`src/verilog/eqcc_regs.svh`:
```
`ifndef EQCC_REGS_SVH
`define EQCC_REGS_SVH
// register indices, byte address is index times four
`define EQCC_IDX_RATE 12'he00
`define EQCC_IDX_STATUS 12'he01
`define EQCC_IDX_CAP 12'he02
`define EQCC_IDX_EQ2_A 12'he26
`define EQCC_IDX_EQ2_B 12'he27
`define EQCC_IDX_EQ2_C 12'he28
`define EQCC_IDX_EQ3_A 12'he3c
`define EQCC_IDX_EQ3_B 12'he3d
`define EQCC_IDX_EQ3_C 12'he3e
`define EQCC_IDX_EQ4_A 12'he52
`define EQCC_IDX_EQ4_B 12'he53
`define EQCC_IDX_EQ4_C 12'he54
`define EQCC_IDX_COMP1 12'he80
`define EQCC_IDX_COMP2 12'he88
`define EQCC_IDX_MIX 12'h8c0
`define EQCC_COEF_WORDS 12'h013
`define EQCC_MIX_WORDS 12'h020
// field positions
`define EQCC_G_HI_1 15
`define EQCC_G_LO_1 11
`define EQCC_G_HI_2 10
`define EQCC_G_LO_2 6
`define EQCC_G_HI_3 5
`define EQCC_G_LO_3 1
`define EQCC_ENA_BIT 0
`define EQCC_MODE_BIT 0
`define EQCC_LEFT_BIT 1
`define EQCC_RIGHT_BIT 0
`define EQCC_WSEQ_BIT 2
`define EQCC_SIGDET_BIT 6
// reset values and codes
`define EQCC_EQ_A_RST 16'h6318
`define EQCC_EQ_B_RST 16'h6300
`define EQCC_COMP_RST 16'h0018
`define EQCC_RATE_RST 16'h0000
`define EQCC_CAP_RST 16'h0010
`define EQCC_EQ_COST 16'h0004
`define EQCC_COMP_COST 16'h0002
`define EQCC_GAIN_ZERO 5'h0c
`define EQCC_GAIN_MAX 5'h18
`define EQCC_RESP_OKAY 2'h0
`define EQCC_RESP_SLVERR 2'h2
`endif

```
`src/verilog/eqcc_pkg.sv`:
```
`include "eqcc_regs.svh"
package eqcc_pkg;
   typedef logic [4:0] eqcc_code_t;
   typedef logic signed [4:0] eqcc_db_t;
   typedef logic [15:0] eqcc_word_t;

   // code to signed dB, reserved codes clamp to top
   function automatic eqcc_db_t eqcc_decode(input eqcc_code_t c);
      eqcc_code_t v;
      v = (c > `EQCC_GAIN_MAX) ? `EQCC_GAIN_MAX : c;
      return eqcc_db_t'(v - `EQCC_GAIN_ZERO);
   endfunction
endpackage

```
`src/verilog/eqcc_top.sv`:
```
// Design decision made here: the AXI4-Lite register port.
`include "eqcc_regs.svh"
module eqcc_top (
   input wire logic CLK,
   input wire logic RST,
   input wire logic [15:0] S_AXI_AWADDR,
   input wire logic S_AXI_AWVALID,
   output logic S_AXI_AWREADY,
   input wire logic [31:0] S_AXI_WDATA,
   input wire logic [3:0] S_AXI_WSTRB,
   input wire logic S_AXI_WVALID,
   output logic S_AXI_WREADY,
   output logic [1:0] S_AXI_BRESP,
   output logic S_AXI_BVALID,
   input wire logic S_AXI_BREADY,
   input wire logic [15:0] S_AXI_ARADDR,
   input wire logic S_AXI_ARVALID,
   output logic S_AXI_ARREADY,
   output logic [31:0] S_AXI_RDATA,
   output logic [1:0] S_AXI_RRESP,
   output logic S_AXI_RVALID,
   input wire logic S_AXI_RREADY,
   input wire logic [3:0] LOWPASS_HIGHPASS_FILTER_ACTIVE,
   input wire logic [1:0] COMP_SIGNAL_DETECT,
   output logic [2:0] EQ_ACTIVE,
   output logic [2:0] EQ_BAND1_PEAK,
   output logic [74:0] EQ_GAIN_DB,
   output logic [3:0] COMP_ACTIVE,
   output logic [15:0] COMP1_CONTROL,
   output logic [15:0] COMP2_CONTROL,
   output logic [15:0] EFFECTS_SAMPLE_RATE,
   output logic [1:0] SIGNAL_DETECT_EVENT,
   output logic WSEQ_TRIGGER
);
   localparam int NE = 3;
   localparam int NW = NE * int'(`EQCC_COEF_WORDS);
   localparam logic [11:0] AIDX [NE] = '{`EQCC_IDX_EQ2_A,
      `EQCC_IDX_EQ3_A, `EQCC_IDX_EQ4_A};
   localparam logic [11:0] BIDX [NE] = '{`EQCC_IDX_EQ2_B,
      `EQCC_IDX_EQ3_B, `EQCC_IDX_EQ4_B};
   localparam logic [11:0] CIDX [NE] = '{`EQCC_IDX_EQ2_C,
      `EQCC_IDX_EQ3_C, `EQCC_IDX_EQ4_C};
   localparam logic [11:0] PIDX [2] = '{`EQCC_IDX_COMP1,
      `EQCC_IDX_COMP2};

   eqcc_pkg::eqcc_word_t eq_a_q [NE];
   eqcc_pkg::eqcc_word_t eq_a_d [NE];
   eqcc_pkg::eqcc_word_t eq_b_q [NE];
   eqcc_pkg::eqcc_word_t eq_b_d [NE];
   eqcc_pkg::eqcc_word_t comp_q [2];
   eqcc_pkg::eqcc_word_t comp_d [2];
   eqcc_pkg::eqcc_word_t rate_q, rate_d, cap_q, cap_d, load, nload, nv;
   eqcc_pkg::eqcc_word_t coef_mem [NW];
   eqcc_pkg::eqcc_word_t mix_mem [32];
   logic [NE-1:0] eq_on_q, eq_on_d;
   logic [3:0] comp_on_q, comp_on_d;
   logic [74:0] gain_d;
   logic [1:0] det_q, ev_d;
   logic wseq_d;
   logic coef_we, mix_we, hit, do_write, rhit;
   logic [6:0] coef_wi, coef_ri;
   logic [4:0] mix_wi;
   logic [11:0] widx, ridx;
   logic aw_held_q, aw_held_d, w_held_q, w_held_d;
   logic [15:0] aw_addr_q, aw_addr_d;
   logic [31:0] w_data_q, w_data_d, rdata_d;
   logic [3:0] w_strb_q, w_strb_d;
   logic bvalid_q, bvalid_d, rvalid_q, rvalid_d;
   logic [1:0] bresp_q, bresp_d, rresp_q, rresp_d;
   logic [15:0] rword;

   function automatic logic [15:0] merge(input logic [15:0] o);
      merge = o;
      if (w_strb_q[0]) merge[7:0] = w_data_q[7:0];
      if (w_strb_q[1]) merge[15:8] = w_data_q[15:8];
   endfunction

   // msb flags a hit, low bits index the coefficient array
   function automatic logic [6:0] coef_slot(input logic [11:0] i);
      coef_slot = 7'h00;
      for (int k = 0; k < NE; k++) begin
         if (i >= CIDX[k] && i < CIDX[k] + `EQCC_COEF_WORDS) begin
            coef_slot = {1'b1, 6'(k * int'(`EQCC_COEF_WORDS)
               + int'(i - CIDX[k]))};
         end
      end
   endfunction

   // clock budget taken by paths already running
   always_comb begin
      load = 16'h0000;
      for (int k = 0; k < NE; k++) begin
         if (eq_on_q[k]) load = load + `EQCC_EQ_COST;
      end
      for (int c = 0; c < 4; c++) begin
         if (comp_on_q[c]) load = load + `EQCC_COMP_COST;
      end
   end

   assign S_AXI_AWREADY = !aw_held_q;
   assign S_AXI_WREADY = !w_held_q;
   assign S_AXI_ARREADY = !rvalid_q;
   assign do_write = aw_held_q && w_held_q && !bvalid_q;
   assign widx = aw_addr_q[13:2];
   assign ridx = S_AXI_ARADDR[13:2];

   always_comb begin
      aw_held_d = aw_held_q;
      aw_addr_d = aw_addr_q;
      w_held_d = w_held_q;
      w_data_d = w_data_q;
      w_strb_d = w_strb_q;
      if (S_AXI_AWVALID && !aw_held_q) begin
         aw_held_d = 1'b1;
         aw_addr_d = S_AXI_AWADDR;
      end
      if (S_AXI_WVALID && !w_held_q) begin
         w_held_d = 1'b1;
         w_data_d = S_AXI_WDATA;
         w_strb_d = S_AXI_WSTRB;
      end
      if (do_write) begin
         aw_held_d = 1'b0;
         w_held_d = 1'b0;
      end
      bvalid_d = bvalid_q;
      if (do_write) bvalid_d = 1'b1;
      else if (S_AXI_BREADY) bvalid_d = 1'b0;
   end

   // register writes and enable grants
   always_comb begin
      eq_a_d = eq_a_q;
      eq_b_d = eq_b_q;
      comp_d = comp_q;
      rate_d = rate_q;
      cap_d = cap_q;
      eq_on_d = eq_on_q;
      comp_on_d = comp_on_q;
      nload = load;
      nv = 16'h0000;
      hit = 1'b0;
      coef_we = 1'b0;
      coef_wi = coef_slot(widx);
      mix_we = 1'b0;
      mix_wi = widx[4:0];
      bresp_d = bresp_q;
      if (do_write && aw_addr_q[15:14] == 2'h0) begin
         for (int k = 0; k < NE; k++) begin
            if (widx == AIDX[k]) begin
               hit = 1'b1;
               nv = merge(eq_a_q[k]);
               eq_a_d[k] = nv;
               if (!nv[`EQCC_ENA_BIT]) begin
                  eq_on_d[k] = 1'b0;
               end else if (!eq_a_q[k][`EQCC_ENA_BIT] &&
                            nload + `EQCC_EQ_COST <= cap_q) begin
                  eq_on_d[k] = 1'b1;
                  nload = nload + `EQCC_EQ_COST;
               end
            end
            if (widx == BIDX[k]) begin
               hit = 1'b1;
               eq_b_d[k] = merge(eq_b_q[k]);
            end
         end
         for (int c = 0; c < 2; c++) begin
            if (widx == PIDX[c]) begin
               hit = 1'b1;
               nv = merge(comp_q[c]);
               comp_d[c] = nv;
               for (int j = 0; j < 2; j++) begin
                  if (!nv[`EQCC_LEFT_BIT - j]) begin
                     comp_on_d[c*2+j] = 1'b0;
                  end else if (!comp_q[c][`EQCC_LEFT_BIT - j] &&
                               nload + `EQCC_COMP_COST <= cap_q) begin
                     comp_on_d[c*2+j] = 1'b1;
                     nload = nload + `EQCC_COMP_COST;
                  end
               end
            end
         end
         if (widx == `EQCC_IDX_RATE) begin
            hit = 1'b1;
            rate_d = merge(rate_q);
         end
         if (widx == `EQCC_IDX_CAP) begin
            hit = 1'b1;
            cap_d = merge(cap_q);
         end
         if (widx == `EQCC_IDX_STATUS) hit = 1'b1;
         if (widx >= `EQCC_IDX_MIX &&
             widx < `EQCC_IDX_MIX + `EQCC_MIX_WORDS) begin
            hit = 1'b1;
            mix_we = 1'b1;
         end
         if (coef_wi[6]) begin
            hit = 1'b1;
            coef_we = 1'b1;
         end
      end
      if (do_write) bresp_d = hit ? `EQCC_RESP_OKAY : `EQCC_RESP_SLVERR;
   end

   // read mux
   always_comb begin
      rword = 16'h0000;
      rhit = S_AXI_ARADDR[15:14] == 2'h0;
      coef_ri = coef_slot(ridx);
      if (ridx == `EQCC_IDX_RATE) begin
         rword = rate_q;
      end else if (ridx == `EQCC_IDX_CAP) begin
         rword = cap_q;
      end else if (ridx == `EQCC_IDX_STATUS) begin
         rword = {eq_on_q, 1'b0, comp_on_q,
            LOWPASS_HIGHPASS_FILTER_ACTIVE, 4'h0};
      end else if (ridx == PIDX[0]) begin
         rword = comp_q[0];
      end else if (ridx == PIDX[1]) begin
         rword = comp_q[1];
      end else if (ridx >= `EQCC_IDX_MIX &&
                   ridx < `EQCC_IDX_MIX + `EQCC_MIX_WORDS) begin
         rword = mix_mem[ridx[4:0]];
      end else if (coef_ri[6]) begin
         rword = coef_mem[coef_ri[5:0]];
      end else begin
         rhit = 1'b0;
         for (int k = 0; k < NE; k++) begin
            if (ridx == AIDX[k]) begin
               rword = eq_a_q[k];
               rhit = S_AXI_ARADDR[15:14] == 2'h0;
            end
            if (ridx == BIDX[k]) begin
               rword = eq_b_q[k];
               rhit = S_AXI_ARADDR[15:14] == 2'h0;
            end
         end
      end
      rvalid_d = rvalid_q;
      rdata_d = S_AXI_RDATA;
      rresp_d = rresp_q;
      if (S_AXI_ARVALID && !rvalid_q) begin
         rvalid_d = 1'b1;
         rdata_d = rhit ? {16'h0000, rword} : 32'h0000_0000;
         rresp_d = rhit ? `EQCC_RESP_OKAY : `EQCC_RESP_SLVERR;
      end else if (S_AXI_RREADY) begin
         rvalid_d = 1'b0;
      end
   end

   always_comb begin
      gain_d = '0;
      for (int k = 0; k < NE; k++) begin
         gain_d[k*25 +: 5] = eqcc_pkg::eqcc_decode(
            eq_a_q[k][`EQCC_G_HI_1:`EQCC_G_LO_1]);
         gain_d[k*25+5 +: 5] = eqcc_pkg::eqcc_decode(
            eq_a_q[k][`EQCC_G_HI_2:`EQCC_G_LO_2]);
         gain_d[k*25+10 +: 5] = eqcc_pkg::eqcc_decode(
            eq_a_q[k][`EQCC_G_HI_3:`EQCC_G_LO_3]);
         gain_d[k*25+15 +: 5] = eqcc_pkg::eqcc_decode(
            eq_b_q[k][`EQCC_G_HI_1:`EQCC_G_LO_1]);
         gain_d[k*25+20 +: 5] = eqcc_pkg::eqcc_decode(
            eq_b_q[k][`EQCC_G_HI_2:`EQCC_G_LO_2]);
      end
   end

   // detect events, sequencer from first only
   always_comb begin
      for (int c = 0; c < 2; c++) begin
         ev_d[c] = COMP_SIGNAL_DETECT[c] && !det_q[c] &&
            comp_q[c][`EQCC_SIGDET_BIT];
      end
      wseq_d = ev_d[0] && comp_q[0][`EQCC_WSEQ_BIT];
   end

   always_ff @(posedge CLK) begin
      if (RST) begin
         for (int k = 0; k < NE; k++) begin
            eq_a_q[k] <= `EQCC_EQ_A_RST;
            eq_b_q[k] <= `EQCC_EQ_B_RST;
         end
         comp_q[0] <= `EQCC_COMP_RST;
         comp_q[1] <= `EQCC_COMP_RST;
         rate_q <= `EQCC_RATE_RST;
         cap_q <= `EQCC_CAP_RST;
         eq_on_q <= '0;
         comp_on_q <= '0;
         EQ_GAIN_DB <= '0;
         det_q <= '0;
         SIGNAL_DETECT_EVENT <= '0;
         WSEQ_TRIGGER <= 1'b0;
         aw_held_q <= 1'b0;
         aw_addr_q <= '0;
         w_held_q <= 1'b0;
         w_data_q <= '0;
         w_strb_q <= '0;
         bvalid_q <= 1'b0;
         bresp_q <= `EQCC_RESP_OKAY;
         rvalid_q <= 1'b0;
         rresp_q <= `EQCC_RESP_OKAY;
         S_AXI_RDATA <= '0;
      end else begin
         eq_a_q <= eq_a_d;
         eq_b_q <= eq_b_d;
         comp_q <= comp_d;
         rate_q <= rate_d;
         cap_q <= cap_d;
         eq_on_q <= eq_on_d;
         comp_on_q <= comp_on_d;
         EQ_GAIN_DB <= gain_d;
         det_q <= COMP_SIGNAL_DETECT;
         SIGNAL_DETECT_EVENT <= ev_d;
         WSEQ_TRIGGER <= wseq_d;
         aw_held_q <= aw_held_d;
         aw_addr_q <= aw_addr_d;
         w_held_q <= w_held_d;
         w_data_q <= w_data_d;
         w_strb_q <= w_strb_d;
         bvalid_q <= bvalid_d;
         bresp_q <= bresp_d;
         rvalid_q <= rvalid_d;
         rresp_q <= rresp_d;
         S_AXI_RDATA <= rdata_d;
      end
   end

   always_ff @(posedge CLK) begin
      if (coef_we) coef_mem[coef_wi[5:0]] <= merge(coef_mem[coef_wi[5:0]]);
      if (mix_we) mix_mem[mix_wi] <= merge(mix_mem[mix_wi]);
   end

   assign S_AXI_BVALID = bvalid_q;
   assign S_AXI_BRESP = bresp_q;
   assign S_AXI_RVALID = rvalid_q;
   assign S_AXI_RRESP = rresp_q;
   assign EQ_ACTIVE = eq_on_q;
   assign COMP_ACTIVE = comp_on_q;
   // feature controls to the compressor core
   assign COMP1_CONTROL = comp_q[0];
   assign COMP2_CONTROL = comp_q[1];
   assign EFFECTS_SAMPLE_RATE = rate_q;
   always_comb begin
      for (int k = 0; k < NE; k++) begin
         EQ_BAND1_PEAK[k] = eq_b_q[k][`EQCC_MODE_BIT];
      end
   end
endmodule // eqcc_top
```
`config.mk`:
```
export PLATFORM = sky130hd
export DESIGN_NAME = eqcc_top
export DESIGN_NICKNAME = d
export VERILOG_FILES = /design/src/verilog/eqcc_pkg.sv /design/src/verilog/eqcc_top.sv
export VERILOG_INCLUDE_DIRS = /design/src /design/src/verilog
export SDC_FILE = /design/constraint.sdc
export NUM_CORES = 2
export LEC_CHECK = 0
export ABC_AREA = 1
export BUFFER_PORTS_ARGS = -buffer_cell sky130_fd_sc_hd__buf_4
export CAP_MARGIN = 20
export CORE_ASPECT_RATIO = 1.75
export CORE_MARGIN = 2
export CORE_UTILIZATION = 50
export CTS_CLUSTER_DIAMETER = 50
export CTS_CLUSTER_SIZE = 10
export DETAILED_ROUTE_END_ITERATION = 10
export PLACE_DENSITY = 0.65
export REMOVE_ABC_BUFFERS = 1
export SYNTH_ARGS = -nofsm -noshare
export SYNTH_HDL_FRONTEND = slang
export SYNTH_SLANG_ARGS = --single-unit
```
`constraint.sdc`:
```
create_clock -name CLK -period 16 [get_ports CLK]
set_clock_uncertainty 0.15 [all_clocks]
set_input_delay 0.8 -clock CLK [delete_from_list [all_inputs] [get_ports CLK]]
set_output_delay 0.8 -clock CLK [all_outputs]
set_load 0.05 [all_outputs]
```
**Word-level counts from Yosys, hierarchy flattened**

Memories as Yosys holds them, arrays and structs flattened.
Index checks and enable logic that the tools add are counted.

- Bits in registers: 321
- Latch bits: 0
- Memory bits (writable): 1424
- Memory bits (read-only): 0
- Input port bits: 81
- Output and inout bits: 177
- Logic and storage cells: 386
- Memories: 2

Memories:

| name | words | bits a word | rd ports | clocked after Yosys merged registers in | wr ports | RTL line | text |
|---|---|---|---|---|---|---|---|
| coef_mem | 57 | 16 | 1 | 0 | 1 | eqcc_top.sv:53 | `eqcc_pkg::eqcc_word_t coef_mem [NW];` |
| mix_mem | 32 | 16 | 1 | 0 | 1 | eqcc_top.sv:54 | `eqcc_pkg::eqcc_word_t mix_mem [32];` |

- Add/subtract/negate cells: 38
- $mul: 0
- Div/mod/pow operators: 0
- Magnitude comparators: 38
- Equality and inequality tests: 38
- Shift-type cells: 0
- Mux-type cells: 144
- Bitwise gates (word level): 0
- Reduce and logical (&&, ||, !) cells: 80

Operator list:

| cell | count |
|---|---|
| 16-bit 2-to-1 mux | 44 |
| 12-bit == test (second input constant) | 22 |
| 8-bit 2-to-1 mux | 23 |
| 16-bit by 2-bit adder with 16-bit output (second input constant) | 8 |
| 16-bit <= comparator | 7 |
| 12-bit greater-or-equal comparator (second input constant) | 8 |
| 12-bit less-than comparator (second input constant) | 8 |
| 3-bit AND reduction | 27 |
| 16-bit by 3-bit adder with 16-bit output (second input constant) | 5 |
| 5-bit greater-than comparator (second input constant) | 15 |
| 5-bit 2-to-1 mux | 15 |
| 5-bit by 4-bit subtractor with 5-bit output (second input constant) | 15 |
| 1-bit 2-to-1 mux | 53 |
| 7-bit 2-to-1 mux | 6 |
| 1-bit logical AND | 26 |
| 6-bit adder (first input constant) | 4 |
| 6-bit subtractor (second input constant) | 4 |
| 2-bit AND reduction | 9 |
| 3-bit inequality test (second input constant) | 5 |
| 2-bit by 1-bit inequality test with 1-bit output (second input constant) | 7 |
| 1-bit zero test | 13 |
| 6-bit by 5-bit subtractor with 6-bit output (second input constant) | 2 |
| 2-bit inequality test (second input constant) | 4 |
| 2-bit zero test | 2 |
| other kinds (4) | 6 |

**Logic depth before layout (Yosys ltp)**

- Depth after elaboration: 60
- Depth in mapped cells: 147

**Worst setup path after synthesis**

OpenSTA, ideal clock, no wires.

- Path type: reg2reg
- Start: register eq_on_q[0], in the netlist EQ_ACTIVE[0]
- End: register comp_on_q[3], in the netlist COMP_ACTIVE[3]
- Data arrival time: 15761 ps
- Data required time: 15780 ps
- Slack: 19 ps
- Stages on the path, launching flop included: 134
- Clock period less this slack: 15981 ps
- Path through: dfxtp_1 inv_1 ha_1 nand2_1 inv_1 nor2_1 ha_1 nand2_1 nand2_2 ha_1 nand2_1 nand2_2 ha_1 or2_2 o21ai_2 inv_1 ha_1 inv_1 (+98 left out) clkinv_1 xor2_1 inv_1 ha_1 nand2_1 a21oi_1 nand2_1 nand2_1 inv_1 ha_1 a21o_1 a31oi_1 o211ai_1 nand2_1 o211ai_1 nand2_1 nand3_1 a21oi_1

- Word-level cells in the longest chain between the ends: 60

RTL lines:

| item | RTL line | text |
|---|---|---|
| from (decl) | eqcc_top.sv:55 | `logic [NE-1:0] eq_on_q, eq_on_d;` |
| from (signal assigned) | eqcc_top.sv:308 | `eq_on_q <= eq_on_d;` |
| 3-bit 2-to-1 mux (*) | eqcc_top.sv:93 | `` if (eq_on_q[k]) load = load + `EQCC_EQ_COST; `` |
| 16-bit by 3-bit adder with 16-bit output (no source line) | n/a |  |
| 16-bit 2-to-1 mux (*) | eqcc_top.sv:93 |  |
| 16-bit by 3-bit adder with 16-bit output (no source line) | n/a |  |
| 16-bit 2-to-1 mux (*) | eqcc_top.sv:93 |  |
| 16-bit by 2-bit adder with 16-bit output (no source line) | n/a |  |
| 16-bit 2-to-1 mux (*) | eqcc_top.sv:96 | `` if (comp_on_q[c]) load = load + `EQCC_COMP_COST; `` |
| 16-bit by 2-bit adder with 16-bit output (no source line) | n/a |  |
| (+44 left out) | n/a |  |
| 16-bit 2-to-1 mux (*) | eqcc_top.sv:173 | `` if (!nv[`EQCC_LEFT_BIT - j]) begin `` |
| 16-bit 2-to-1 mux (*) | eqcc_top.sv:168 | `if (widx == PIDX[c]) begin` |
| 16-bit 2-to-1 mux (*) | eqcc_top.sv:148 | `if (do_write && aw_addr_q[15:14] == 2'h0) begin` |
| 16-bit by 2-bit adder with 16-bit output (no source line) (*) | n/a |  |
| 16-bit <= comparator (*) | eqcc_top.sv:176 | `` nload + `EQCC_COMP_COST <= cap_q) begin `` |
| 1-bit logical AND (*) | eqcc_top.sv:175 | `` end else if (!comp_q[c][`EQCC_LEFT_BIT - j] && `` |
| 2-bit by 1-bit inequality test with 1-bit output (no source line) (*) | n/a |  |
| 3-bit AND reduction (no source line) (*) | n/a |  |
| to (signal assigned) | eqcc_top.sv:309 | `comp_on_q <= comp_on_d;` |
| to (decl) | eqcc_top.sv:56 | `logic [3:0] comp_on_q, comp_on_d;` |

Mark *: on every way between the ends. The rest lies on a longest branch, timed or not. The select of a mux whose other input is x is not followed.
A chain may end at the register's enable or synchronous reset.

**Final worst setup path**

- Start: register eq_on_q[1], in the netlist EQ_ACTIVE[1]
- End: register comp_on_q[3], in the netlist COMP_ACTIVE[3]

- Word-level cells in the longest chain between the ends: 58

RTL lines:

| item | RTL line |
|---|---|
| 16-bit 2-to-1 mux (*) | eqcc_top.sv:93 |
| 16-bit by 3-bit adder with 16-bit output (no source line) | n/a |
| 16-bit 2-to-1 mux (*) | eqcc_top.sv:93 |
| 16-bit by 2-bit adder with 16-bit output (no source line) | n/a |
| 16-bit 2-to-1 mux (*) | eqcc_top.sv:96 |
| 16-bit by 2-bit adder with 16-bit output (no source line) | n/a |
| 16-bit 2-to-1 mux (*) | eqcc_top.sv:96 |
| 16-bit by 2-bit adder with 16-bit output (no source line) | n/a |
| (+42 left out) | n/a |
| 16-bit 2-to-1 mux (*) | eqcc_top.sv:173 |
| 16-bit 2-to-1 mux (*) | eqcc_top.sv:168 |
| 16-bit 2-to-1 mux (*) | eqcc_top.sv:148 |
| 16-bit by 2-bit adder with 16-bit output (no source line) (*) | n/a |
| 16-bit <= comparator (*) | eqcc_top.sv:176 |
| 1-bit logical AND (*) | eqcc_top.sv:175 |
| 2-bit by 1-bit inequality test with 1-bit output (no source line) (*) | n/a |
| 3-bit AND reduction (no source line) (*) | n/a |

Marks and branches as above.

==> qor.txt <==
Port Buffers = 217
die width = 299 um
YS warnings = 0
Die Area = 156000 um2
Rel. slew slack = 0.0621
synthesized area = 76400 um2
initial drt markers = 4900
Async S/R FF share, synth = 0
Distinct cells, synth = 72
Critical Path End Type = flop
CTS Buf Count = 193
Skew-Pair Late Insertion Delay = 0.84 ns
Fin. Hold Viols = 0
first-pass GRT wire length = 349 mm
Final Power = 9.55 mW
Area contributors post-synth = edfxtp_1 56%, dfxtp_1 7.9%, nand2_1 6.0%
status = finished, final reports clean
pwr/cell area = 109 nW/um2
post-synth top area share = 0.560
# DRC = 0
CTS Hold Bufs = 0
largest net degree at the start of global routing = 171
most common cell after layout, fill and taps aside = edfxtp_1
Worst EP arrival = 16.01 ns
max incr delay on CP = 0.35 ns
highest-count cells in the layout ignoring fill and taps = 1424 x edfxtp_1, 1181 x nand2_1, 876 x nor2_1
Max VDD drop = 118 uV
Core Region = 152000 um2
share of layout cells above drive strength 1 = 0.149
crit path max fanout = 4
TritonCTS clock tree = yes
post-synthesis sequential area ratio = 0.639
wire per inst = 24.4 um
fmax = 64.7 MHz
placed insts = 9447
Yosys reg bits = 1725
Bufs and invs on worst path = 35
Total Routing Usage GR = 0.300
Most common cell on crit path = nand2_2
vias post-DR = 56600
Leak = 33.0 nW
Required @ worst endpoint = 16.56 ns
vias in the first global route = 55200
Clock Path Buffers = 3
1st-pass router iterations = 5
I/O Pins = 258
Crit Path Class = flop to flop
worst slew pin tran = 1.40 ns
hold_ws = 0.0542 ns
Crit-path slowest cell = o41ai_4
RSZ-0062 raised after global routing = yes
Post-Layout Cell Count = 9785
nature of the critical path startpoint = flop
final net count = 7930
Worst path top cell family by delay = simple AND/OR/NAND/NOR gates
max_cap viols = 0
area delta synth->final = 15.2%
Die Y = 521 um
Setup-failing EPs final = 0
root buffer cell = clkbuf_16
post-synthesis cell count = 7343
DRT antenna net count = 0
H-tree depth = 4
initial antenna violation count = 10
Synth area leader = edfxtp_1
DP Wirelength = 158 mm
Worst Hold Class = primary input to flop
Post-synth EDFFs = 1424
period utilization = 0.965
max-slew violations = 0
Routed WL = 238 mm
Clk pin slew, worst setup/hold paths = 0.06 ns
FP Rows = 189
overall overflow remaining after global route = 0
gpl congestion = 0.968
Vias/cell = 5.78
starting density of the core = 0.504
fillers = 12700
syn_area_per_cell = 10.4 um2
clock sinks = 1725
main flop type after synthesis = edfxtp_1
final worst path period need = 15.45 ns
-- sequential cells by signal (all words and copies together), names as in the netlist, 2 cells and up --
| signal | cells |
|---|---|
| aw_addr_q | 14 |
| EQ_ACTIVE | 3 |
| cap_q | 16 |
| mix_mem | 512 |
| COMP1_CONTROL | 16 |
| w_strb_q | 2 |
| EQ_GAIN_DB | 75 |
| SIGNAL_DETECT_EVENT | 2 |
| S_AXI_RDATA | 16 |
| EQ_BAND1_PEAK | 3 |
| eq_a_q | 48 |
| COMP_ACTIVE | 4 |
| eq_b_q | 45 |
| COMP2_CONTROL | 16 |
| coef_mem | 912 |
| w_data_q | 16 |
| EFFECTS_SAMPLE_RATE | 16 |
| det_q | 2 |
-- final cells by class --
cell class,count,area (um2),share of cell area
Antenna cell,5,12.5,0.000142
Clock buffer,227,4960,0.0564
Clock inverter,22,450,0.00512
Inverter,609,2320,0.0264
Multi-Input combinational cell,4617,24400,0.277
Sequential cell,1725,48800,0.556
Tap cell,2005,2510,0.0285
Timing Repair Buffer,575,4430,0.0504
-- per-stage QoR --
step,util,instance area [um2],worst slack [ns],setup TNS (ns)
floorplan,-,74500,0.0129,0
global placement,0.533,80800,-0.748,-0.748
detailed placement,0.534,80900,-0.968,-0.968
CTS,0.573,86800,-0.0191,-0.0191
global route,0.580,87900,-0.444,-0.562
finish,0.580,87900,0.554,0
-- kinds of logic (layout without fill, tap and decap cells) --
family	Yosys count	after routing	synth area share
flip-flops	1725	1725	0.639
adder cells (fa/ha/maj)	128	128	0.0210
XOR/XNOR	34	34	0.00390
buffers and inverters	1047	1433	0.0565
other	1	52	0.0000491
AND/OR/NAND/NOR	2924	2924	0.164
AO/OA/AOI/OAI	1484	1484	0.116
-- where the power goes --
part	internal [mW]	switching, mW	leakage [nW]
Clock	2.19	1.75	2.60
Combinational	0.156	0.516	14.8
Sequential	4.90	0.0389	15.5
Total	7.25	2.30	33.0
-- synth_stat cells, types with 34 or more instances --
master and count:
nand2_1 1225, a22oi_1 57, inv_1 560, a211oi_1 57, nand3_1 478, inv_2 34
nor2_1 894, o22ai_1 35, ha_1 128, edfxtp_1 1424, buf_2 110, o21ai_1 54
o221ai_1 39, buf_4 46, o21ai_0 523, o211ai_1 207, clkbuf_1 242, nand2_2 47
dfxtp_1 301, a21oi_1 392, nor3_1 135
-- final timing paths --
| path | from | endpoint | slack, ns | cells past startpoint |
|---|---|---|---|---|
| worst max-delay path | EQ_ACTIVE[1]$_SDFFE_PP0P_ | COMP_ACTIVE[3]$_SDFFE_PP0P_ | 0.55 | 130 |
| worst min-delay path | S_AXI_AWADDR[10] | aw_addr_q[10]$_SDFFE_PP0P_ | 0.05 | 3 |
| worst max register to register | EQ_ACTIVE[1]$_SDFFE_PP0P_ | COMP_ACTIVE[3]$_SDFFE_PP0P_ | 0.55 | 130 |
| worst min register to register | det_q[1]$_SDFF_PP0_ | SIGNAL_DETECT_EVENT[1]$_SDFF_PP0_ | 0.25 | 1 |
-- timing repair --
item                                    in CTS  in global routing
buffers inserted                            39                 22
pin swaps                                   25                 99
endpoints found under the setup margin       1                  2
resized for setup                           51                168
-- per-layer routing --
layer / vias up / routed length [um] / track usage
met3: 756 / 14300 / 0.0449
li1: 26300 / - / -
met1: 27300 / 82000 / 0.324
met5: - / 26 / 0
met4: 4 / 20800 / 0.232
met2: 2332 / 121000 / 0.526
-- worst reg2reg max path, delay by kind of cell, from the launching register on --
kind | cells | cell delay [ns]
simple gates | 59 | 5.25
fa+ha+maj | 15 | 3.23
buf+inv | 35 | 3.12
compound gates | 20 | 3.10
flops | 1 | 0.33
xor+xnor | 1 | 0.20
Note: power is estimated with default switching activity, not from simulation.
